==> src/verilog/eee_np_pkg.sv <==
// constants for the energy-efficient next-page register pair
// Behaviour
// - Transmit bit 13 is a writable message-page flag that resets to one.
// - Transmit bit 12 is a writable comply-acknowledge flag that resets to zero.
// - Each next page sent carries a toggle bit opposite to the one last exchanged.
// - The first next page carries the inverse of bit 11 of the base codeword.
// - The transmit toggle bit reads back read-only with a reset value of zero.
// - Transmit bits 10:0 are a writable 11-bit code field that resets to one.
// - The host writes the byte offset, receive upper byte at 0x10, data via 0xA0.
// - Receive bit 15 captures the partner's more-pages flag, reset zero.
// - Receive bit 13 captures the partner's message-page flag, reset zero.
// - Receive bit 11 captures the partner's toggle bit, reset zero.
// - Receive bits 10:0 capture the partner's code field, reset zero.
// - Transmit bit 15 is a writable more-pages flag that resets to zero.
package eee_np_pkg;
    localparam int          NUM_PORTS     = 2;
    // host register addresses
    localparam logic [7:0]  SEL_ADDR      = 8'h6E;
    localparam logic [7:0]  OFS_ADDR      = 8'h6F;
    localparam logic [7:0]  DATA_ADDR     = 8'hA0;
    // selector fields
    localparam logic [2:0]  TABLE_EEE     = 3'h1;
    localparam logic [3:0]  PORT_FIRST    = 4'h3;
    localparam logic [3:0]  PORT_LAST     = 4'h4;
    // indirect byte offsets
    localparam logic [7:0]  OFS_TX_HI     = 8'h0E;
    localparam logic [7:0]  OFS_TX_LO     = 8'h0F;
    localparam logic [7:0]  OFS_RX_HI     = 8'h10;
    localparam logic [7:0]  OFS_RX_LO     = 8'h11;
    // codeword bit positions
    localparam int          BIT_MORE      = 15;
    localparam int          BIT_ACK       = 14;
    localparam int          BIT_MSG       = 13;
    localparam int          BIT_COMPLY_ACK_FLAG      = 12;
    localparam int          BIT_TOGGLE    = 11;
    localparam int          CODE_W        = 11;
    // reset values
    localparam logic        MORE_RST      = 1'b0;
    localparam logic        MSG_RST       = 1'b1;
    localparam logic        COMPLY_ACK_FLAG_RST      = 1'b0;
    localparam logic        TOGGLE_RST    = 1'b0;
    localparam logic [10:0] CODE_RST      = 11'h001;
    localparam logic [15:0] RX_RST        = 16'h0000;
    localparam logic [7:0]  SEL_RST       = 8'h00;
    localparam logic [7:0]  OFS_RST       = 8'h00;
endpackage

==> src/verilog/np_toggle.sv <==
// toggle bit tracker for the locally transmitted next pages
`timescale 1ns/1ns
module np_toggle
    import eee_np_pkg::*;
(
    input  wire logic clock_i,
    input  wire logic resetn_i,
    input  wire logic base_done_i,
    input  wire logic base_toggle_i,
    input  wire logic page_sent_i,
    output logic      toggle_o
);
    typedef struct packed {
        logic toggle;
    } state_t;

    state_t s_q;
    state_t s_d;

    always_comb begin
        s_d = s_q;
        // base page wins: a new exchange restarts the sequence
        if (base_done_i) begin
            s_d.toggle = ~base_toggle_i;
        end else if (page_sent_i) begin
            s_d.toggle = ~s_q.toggle;
        end
    end

    always_ff @(posedge clock_i or negedge resetn_i) begin
        if (!resetn_i) begin
            s_q.toggle <= TOGGLE_RST;
        end else begin
            s_q <= s_d;
        end
    end

    assign toggle_o = s_q.toggle;
endmodule

==> src/verilog/np_rx_capture.sv <==
// capture of the last next page received from the partner
`timescale 1ns/1ns
module np_rx_capture
    import eee_np_pkg::*;
(
    input  wire logic        clock_i,
    input  wire logic        resetn_i,
    input  wire logic        page_rcvd_i,
    input  wire logic [15:0] rx_word_i,
    output logic      [15:0] rx_word_o
);
    typedef struct packed {
        logic [15:0] word;
    } state_t;

    state_t s_q;
    state_t s_d;

    always_comb begin
        s_d = s_q;
        if (page_rcvd_i) begin
            s_d.word[BIT_MORE]     = rx_word_i[BIT_MORE];
            s_d.word[BIT_ACK]      = rx_word_i[BIT_ACK];
            s_d.word[BIT_MSG]      = rx_word_i[BIT_MSG];
            s_d.word[BIT_COMPLY_ACK_FLAG]     = rx_word_i[BIT_COMPLY_ACK_FLAG];
            s_d.word[BIT_TOGGLE]   = rx_word_i[BIT_TOGGLE];
            s_d.word[CODE_W-1:0]   = rx_word_i[CODE_W-1:0];
        end
    end

    always_ff @(posedge clock_i or negedge resetn_i) begin
        if (!resetn_i) begin
            s_q.word <= RX_RST;
        end else begin
            s_q <= s_d;
        end
    end

    assign rx_word_o = s_q.word;
endmodule

==> src/verilog/eee_next_page_regs.sv <==
// next-page transmit and receive registers behind the indirect byte port
`timescale 1ns/1ns
module eee_next_page_regs
    import eee_np_pkg::*;
(
    input  wire logic                                clock_i,
    input  wire logic                                resetn_i,
    // host byte register port
    input  wire logic [7:0]                          host_addr_i,
    input  wire logic                                host_wr_i,
    input  wire logic                                host_rd_i,
    input  wire logic [7:0]                          host_wdata_i,
    output logic      [7:0]                          host_rdata_o,
    output logic                                     host_rvalid_o,
    // auto-negotiation arbitration, one lane per port
    input  wire logic [eee_np_pkg::NUM_PORTS-1:0]    base_done_i,
    input  wire logic [eee_np_pkg::NUM_PORTS-1:0]    base_toggle_i,
    input  wire logic [eee_np_pkg::NUM_PORTS-1:0]    page_sent_i,
    input  wire logic [eee_np_pkg::NUM_PORTS-1:0]    page_rcvd_i,
    input  wire logic [eee_np_pkg::NUM_PORTS-1:0][15:0] rx_word_i,
    output logic      [eee_np_pkg::NUM_PORTS-1:0][15:0] tx_word_o
);
    import eee_np_pkg::*;

    typedef struct packed {
        logic              more_pages_flag;
        logic              message_page_flag;
        logic              comply_ack_flag;
        logic [CODE_W-1:0] code;
    } tx_fields_t;

    typedef struct packed {
        logic [7:0]                        sel;
        logic [7:0]                        ofs;
        tx_fields_t [NUM_PORTS-1:0]        tx;
        logic [NUM_PORTS-1:0][15:0]        tx_word;
        logic [7:0]                        rdata;
        logic                              rvalid;
    } state_t;

    state_t s_q;
    state_t s_d;

    logic [NUM_PORTS-1:0]       toggle;
    logic [NUM_PORTS-1:0][15:0] rx_word;
    logic [NUM_PORTS-1:0][15:0] tx_view;

    // per-port helpers and the transmit word as software sees it
    genvar g;
    generate
        for (g = 0; g < NUM_PORTS; g++) begin : g_port
            np_toggle u_toggle (
                .clock_i       (clock_i),
                .resetn_i      (resetn_i),
                .base_done_i   (base_done_i[g]),
                .base_toggle_i (base_toggle_i[g]),
                .page_sent_i   (page_sent_i[g]),
                .toggle_o      (toggle[g])
            );

            np_rx_capture u_rx (
                .clock_i     (clock_i),
                .resetn_i    (resetn_i),
                .page_rcvd_i (page_rcvd_i[g]),
                .rx_word_i   (rx_word_i[g]),
                .rx_word_o   (rx_word[g])
            );

            always_comb begin
                tx_view[g]             = 16'h0000;
                tx_view[g][BIT_MORE]   = s_q.tx[g].more_pages_flag;
                tx_view[g][BIT_ACK]    = 1'b0;
                tx_view[g][BIT_MSG]    = s_q.tx[g].message_page_flag;
                tx_view[g][BIT_COMPLY_ACK_FLAG]   = s_q.tx[g].comply_ack_flag;
                tx_view[g][BIT_TOGGLE] = toggle[g];
                tx_view[g][CODE_W-1:0] = s_q.tx[g].code;
            end
        end
    endgenerate

    // selector decode
    logic       sel_table_ok;
    logic       sel_port_ok;
    logic       sel_ok;
    logic [3:0] port_rel;
    logic       port_idx;

    always_comb begin
        sel_table_ok = (s_q.sel[7:5] == TABLE_EEE);
        sel_port_ok  = (s_q.sel[3:0] >= PORT_FIRST) && (s_q.sel[3:0] <= PORT_LAST);
        sel_ok       = sel_table_ok && sel_port_ok;
        port_rel     = s_q.sel[3:0] - PORT_FIRST;
        port_idx     = port_rel[0];
    end

    // indirect byte read mux; unmapped offsets or a bad selector read zero
    logic [7:0] ind_rdata;

    always_comb begin
        ind_rdata = 8'h00;
        if (sel_ok) begin
            case (s_q.ofs)
                OFS_TX_HI: begin
                    ind_rdata = tx_view[port_idx][15:8];
                end
                OFS_TX_LO: begin
                    ind_rdata = tx_view[port_idx][7:0];
                end
                OFS_RX_HI: begin
                    ind_rdata = rx_word[port_idx][15:8];
                end
                OFS_RX_LO: begin
                    ind_rdata = rx_word[port_idx][7:0];
                end
                default: begin
                    ind_rdata = 8'h00;
                end
            endcase
        end
    end

    // host read mux
    logic [7:0] bus_rdata;

    always_comb begin
        case (host_addr_i)
            SEL_ADDR: begin
                bus_rdata = s_q.sel;
            end
            OFS_ADDR: begin
                bus_rdata = s_q.ofs;
            end
            DATA_ADDR: begin
                bus_rdata = ind_rdata;
            end
            default: begin
                bus_rdata = 8'h00;
            end
        endcase
    end

    // next state
    always_comb begin
        s_d        = s_q;
        s_d.rvalid = host_rd_i;
        if (host_rd_i) begin
            s_d.rdata = bus_rdata;
        end

        if (host_wr_i) begin
            case (host_addr_i)
                SEL_ADDR: begin
                    s_d.sel = host_wdata_i;
                end
                OFS_ADDR: begin
                    s_d.ofs = host_wdata_i;
                end
                DATA_ADDR: begin
                    // receive bytes and the toggle bit ignore writes
                    if (sel_ok) begin
                        case (s_q.ofs)
                            OFS_TX_HI: begin
                                s_d.tx[port_idx].more_pages_flag   = host_wdata_i[7];
                                s_d.tx[port_idx].message_page_flag = host_wdata_i[5];
                                s_d.tx[port_idx].comply_ack_flag   = host_wdata_i[4];
                                s_d.tx[port_idx].code[10:8]        = host_wdata_i[2:0];
                            end
                            OFS_TX_LO: begin
                                s_d.tx[port_idx].code[7:0] = host_wdata_i;
                            end
                            default: begin
                                s_d.ofs = s_q.ofs;
                            end
                        endcase
                    end
                end
                default: begin
                    s_d.sel = s_q.sel;
                end
            endcase
        end

        // codeword handed to arbitration lags the fields by one cycle
        s_d.tx_word = tx_view;
    end

    always_ff @(posedge clock_i or negedge resetn_i) begin
        if (!resetn_i) begin
            s_q.sel    <= SEL_RST;
            s_q.ofs    <= OFS_RST;
            s_q.rdata  <= 8'h00;
            s_q.rvalid <= 1'b0;
            for (int p = 0; p < NUM_PORTS; p++) begin
                s_q.tx[p].more_pages_flag   <= MORE_RST;
                s_q.tx[p].message_page_flag <= MSG_RST;
                s_q.tx[p].comply_ack_flag   <= COMPLY_ACK_FLAG_RST;
                s_q.tx[p].code              <= CODE_RST;
                s_q.tx_word[p]              <= 16'h0000;
            end
        end else begin
            s_q <= s_d;
        end
    end

    assign host_rdata_o  = s_q.rdata;
    assign host_rvalid_o = s_q.rvalid;
    assign tx_word_o     = s_q.tx_word;
endmodule

==> config.mk <==
export PLATFORM = sky130hd
export DESIGN_NAME = eee_next_page_regs
export DESIGN_NICKNAME = d
export VERILOG_FILES = /design/src/verilog/eee_np_pkg.sv /design/src/verilog/np_toggle.sv /design/src/verilog/np_rx_capture.sv /design/src/verilog/eee_next_page_regs.sv
export SDC_FILE = /design/constraint.sdc
export NUM_CORES = 1
export LEC_CHECK = 0
export BUFFER_PORTS_ARGS = -buffer_cell sky130_fd_sc_hd__clkbuf_2
export CORE_UTILIZATION = 35
export DETAILED_ROUTE_END_ITERATION = 8
export PLACE_DENSITY_LB_ADDON = 0.15
export SLEW_MARGIN = 20
export SYNTH_ARGS = -nofsm -noshare
export SYNTH_HDL_FRONTEND = slang
export SYNTH_SLANG_ARGS = --single-unit
==> constraint.sdc <==
create_clock -name clock_i -period 7.2 [get_ports clock_i]
set_input_delay 0.72 -clock clock_i [delete_from_list [all_inputs] [get_ports clock_i]]
set_output_delay 0.72 -clock clock_i [all_outputs]
set_load 0.03 [all_outputs]
# [Word level (Yosys, flattened, before mapping)]
# Index checks and enable logic that the tools add are counted.
[totals] register_bits=117 inputBits=60 output_inout_bits=41 elab_cells=73
[classes] add_sub_neg=1 n_lt_le_gt_ge=4 n_eq_ne=8 mux=28 bitwise=5 reduce_logical=9
[op_table] operator="$bwmux W28" n=5
[op_table] operator="$demux W14 S1" n=5
[op_table] operator="$mux W16" n=4
[op_table] operator="$pmux W28 S2" n=1
[op_table] operator="$pmux W8 S4" n=1
[op_table] operator="$pmux W8 S3" n=1
[op_table] operator="$eq A8 B4 Y1 const B" n=2
[op_table] operator="$eq A8 B5 Y1 const B" n=2
[op_table] operator="$eq A8 B7 Y1 const B" n=2
[op_table] operator="$mux W8" n=2
[op_table] operator="$pmux W8 S2" n=1
[op_table] operator="$mux W14" n=1
[op_table] operator="$mux W13" n=1
[op_table] operator="$mux W12" n=1
[op_table] operator="$mux W11" n=1
[op_table] operator="$eq A8 B8 Y1 const B" n=1
[op_table] operator="$reduce_bool A2 Y1" n=3
[op_table] operator="$not A1 Y1" n=5
[op_table] operator="$ge A4 B2 Y1 const B" n=1
[op_table] operator="$le A4 B3 Y1 const B" n=1
[op_table] operator="$mux W1" n=4
[op_table] operator="$reduce_and A4 Y1" n=1
[op_table] operator="$eq A3 B1 Y1 const B" n=1
[op_table] operator="$logic_and A1 B1 Y1" n=3
[op_table] operator="5 further kinds" n=5

# [Logic depth before layout (Yosys ltp)]
[logic_depth] word_depth=10 depth_mapped=6 depth_no_buf=4

# [Hierarchy]
# From an unflattened synthesis, not the netlist that was laid out.
[hier_totals] hier_cells=328 hier_area_um2=5128.7
[modules_own_cells] module="eee_next_page_regs" n_inst=1 cells_per_inst=254 area_per_inst_um2=3742.3 seq_area_each_um2=2082.0
[modules_own_cells] module="np_rx_capture" n_inst=2 cells_per_inst=34 area_per_inst_um2=649.4 seq_area_each_um2=400.4
[modules_own_cells] module="np_toggle" n_inst=2 cells_per_inst=3 area_per_inst_um2=43.8 seq_area_each_um2=25.0

# [Worst setup path before layout]
# No wires, ideal clock.
[synth_timing] path_kind="input-to-reg" from="input host_addr_i[2]" to="register s_q, in the netlist s_d[10]" setup_time_ps=125 arrival_ps=2680 required_ps=7075 slack_ps=4395 stages=6 n_path_buf=2 cell_sequence="or3b_2 -> or4_1 -> buf_2 -> or4_4 -> buf_6 -> mux2_4"
[synth_via] elab_chain_cells=2
[synth_rtl] element="start, declared" line_no="eee_next_page_regs.sv:9" text="input wire logic [7:0] host_addr_i,"
[synth_rtl] element="$eq A8 B8 Y1" line_no="eee_next_page_regs.sv:151" text="case (host_addr_i)"
[synth_rtl] element="$reduce_and A4 Y1 (no source line)"
[synth_rtl] element="end, declared" line_no="eee_next_page_regs.sv:41" text="state_t s_q;"
# No other way between the ends.
# A chain may end at the register's enable or synchronous reset.

# [Worst setup path in the final report]
[layout_timing] from="input host_addr_i[0]" to="register s_q, in the netlist s_d[28]"
# The elaborated chain is that of the path after synthesis.

==> flow_summary.ini <==
[sta]
finalMaxSlewViolations = 0
slew_headroom_pct = 47.91
fin_skew_ns = 0.006444
post-route-period-util_pct = 38.99
hold_viol_final = 0
setup_violations = 0
tightestPinTransition_ns = 0.7806
rsz0062_at_grt = false
tns_ns = 0
fin_ws_ns = 4.393
fin_crit_ns = 2.807
fmax_ghz = 0.3562

[setup_path]
r2r-end = s_d[28]
worst-r2r-setup-slack_ns = 4.43
startpoint = host_addr_i[0]
critPathCaptureType = flip-flop
path_max_fanout = 11
start_kind = primary input
reg2regPathDepth = 4
crit_arrival_ns = 3.09
required_ns = 7.49
setup.worst_path.end = s_d[28]
reg2reg_from = s_q[74]
path_class = primary input to flip-flop

[global_route]
grt_max_degree = 63
grt_pass1_wl_mm = 17.60
grt_pass1_vias = 3058
antenna_found_initial = 1
grt_overflow = 0
grt_use_total_pct = 16.65

[detailed_routing]
drc_errors = 0
viasPerCell = 4.922
vias = 2919
firstDrtPassIters = 5
routedWlPerCell_um = 18.88
ant_nets = 0
wl_mm = 11.20
drt_iter0_drc = 110

[worst_hold_path]
hold_class = primary input to asynchronous set/reset pin

[clocking]
cts_hold_repair.buffers = 0
clk_pin_slew_worst_paths_ns = 0.05
cts_root_buffer = clkbuf_16
cts_sinks = 117
cts_buffers = 17
htreeDepth = 4
clk-insertion-delay-late_ns = 0.41
postCtsSetupBuffers = 0
cts_resized = 0
clock_path_buffers = 2
cts_tree = done

[power]
p_leak_nw = 2.928
power_density_nw_per_um2 = 280.8
ir_drop_v = 0.0001420

[layout]
final_layout_size_suffix_gt1_share_pct = 57.18
final_cell_mix = dfrtp_1, clkbuf_2, mux2_2, clkbuf_16, mux4_2
n_fill_cell = 1302
areaGrowthSynthToFinish_pct = 20.71
fin_nets = 458
layout_commonest_cell = dfrtp_1

[place]
hpwl_mm = 8.001
dp_slack_ns = 3.938
globalplace.congestion = 0.7476
portBuffers = 98

[logic_synthesis]
synth_cell_types = 42
ys_ff_latch = 117
yosysWarnings = 0
yosysSeqAreaShare_pct = 58.21
ys.flop_type = dfrtp_1
synth_edf_count = 0
syn-cell-area_sq_um = 5039
synthCells = 329
async_flop_share_pct = 100.0
syn_avg_cell_area_sq_um = 15.31

[floorplanning]
die-height_um = 122.0
core_area_sq_um = 13990
die-area_sq_um = 14880
ioPinCount = 101
die_w_um = 122.0
start_util_pct = 36.02
rows = 43

[outcome]
status = finished clean

[job]
max-cap-violations = 0
## cells in the mapped netlist (all sizes together), types with 3 or more instances
| cell | count | share of area [%] |
|---|---|---|
| clkbuf | 7 | 0.52 |
| buf | 46 | 6.6 |
| nor2 | 3 | 0.22 |
| o221ai | 3 | 0.52 |
| dfrtp | 113 | 56 |
| a2bb2oi | 5 | 0.87 |
| mux4 | 15 | 6.7 |
| mux2i | 8 | 1.6 |
| o21ai | 6 | 0.60 |
| mux2 | 77 | 18 |
| nand2 | 4 | 0.30 |
| a22oi | 7 | 1.0 |
| dfstp | 4 | 2.1 |
| or4 | 3 | 0.52 |
## flip-flops by register name, indices dropped and copies added, names as in the netlist
name / count
host_rvalid_o: 1
g_port.u_toggle.toggle_o: 2
s_d: 28
host_rdata_o: 8
g_port.u_rx.rx_word_o: 32
s_q: 16
tx_word_o: 30
## metrics by stage
stage	utilization (%)	hold WS [ns]	cell area, sq um	cells	power [mW]
2_1_floorplan	-	0.3653	5042	330	0.7659
3_3_place_gp	38.83	0.3885	5431	559	0.8149
3_5_place_dp	38.83	0.3844	5431	559	0.8174
4_1_cts	43.44	0.4000	6077	591	1.734
5_1_grt	43.44	0.4140	6077	591	1.776
6_report	43.48	0.3870	6082	593	1.708
## routing by layer
layer / up-vias / GRT usage, % / wire length [um]
li1: 1306 / - / -
met1: 1498 / 21.35 / 4960
met2: 97 / 23.87 / 5143
met3: 18 / 6.788 / 829
met4: 0 / 8.873 / 261
met5: - / 0 / 0
## kinds of logic after synthesis
group | Yosys count | synth area share, %
muxes | 100 | 26.10
AOI/OAI and AO/OA | 25 | 3.576
xor gates and xnor gates | 2 | 0.3477
buffers and inverters | 55 | 7.276
other | 1 | 0.07443
and+or+nand+nor | 29 | 4.420
DFF | 117 | 58.21
## area by class of cell
class	instances	area (sq um)	area share [%]
Multi-Input combinational cell	158	1743	28.66
Sequential cell	117	2933	48.22
Clock buffer	23	498.0	8.188
Inverter	2	7.507	0.1234
Antenna cell	2	5.005	0.08229
Tap cell	180	225.2	3.703
Clock inverter	9	147.6	2.427
Timing Repair Buffer	102	523.0	8.599
## worst min-delay path by stage
stage | startpoint | end | slack (ns) | cells past startpoint
2_1_floorplan | s_d[26] | tx_word_o[17] | 0.37 | 0
3_3_place_gp | s_d[10] | tx_word_o[1] | 0.39 | 0
3_5_place_dp | s_d[29] | tx_word_o[20] | 0.38 | 0
4_1_cts | resetn_i | s_d[33] | 0.40 | 1
5_1_grt | s_d[34] | tx_word_o[25] | 0.41 | 0
6_report | resetn_i | s_d[33] | 0.39 | 1
## report_power, final
part           internal (mW)  total (mW)  leakage (nW)  switching, mW
clock network          0.622       0.904         0.319          0.282
registers              0.684       0.701          1.53         0.0168
logic                 0.0512       0.103          1.08         0.0515
total                   1.36        1.71          2.93          0.350
## critical path, stage by stage
cell and delay (ns):
clkbuf_2 0.23, or4_1 0.54, or4_1 0.55, nor3_2 0.64, mux2_2 0.41
Note: power is estimated with default switching activity, not from simulation.
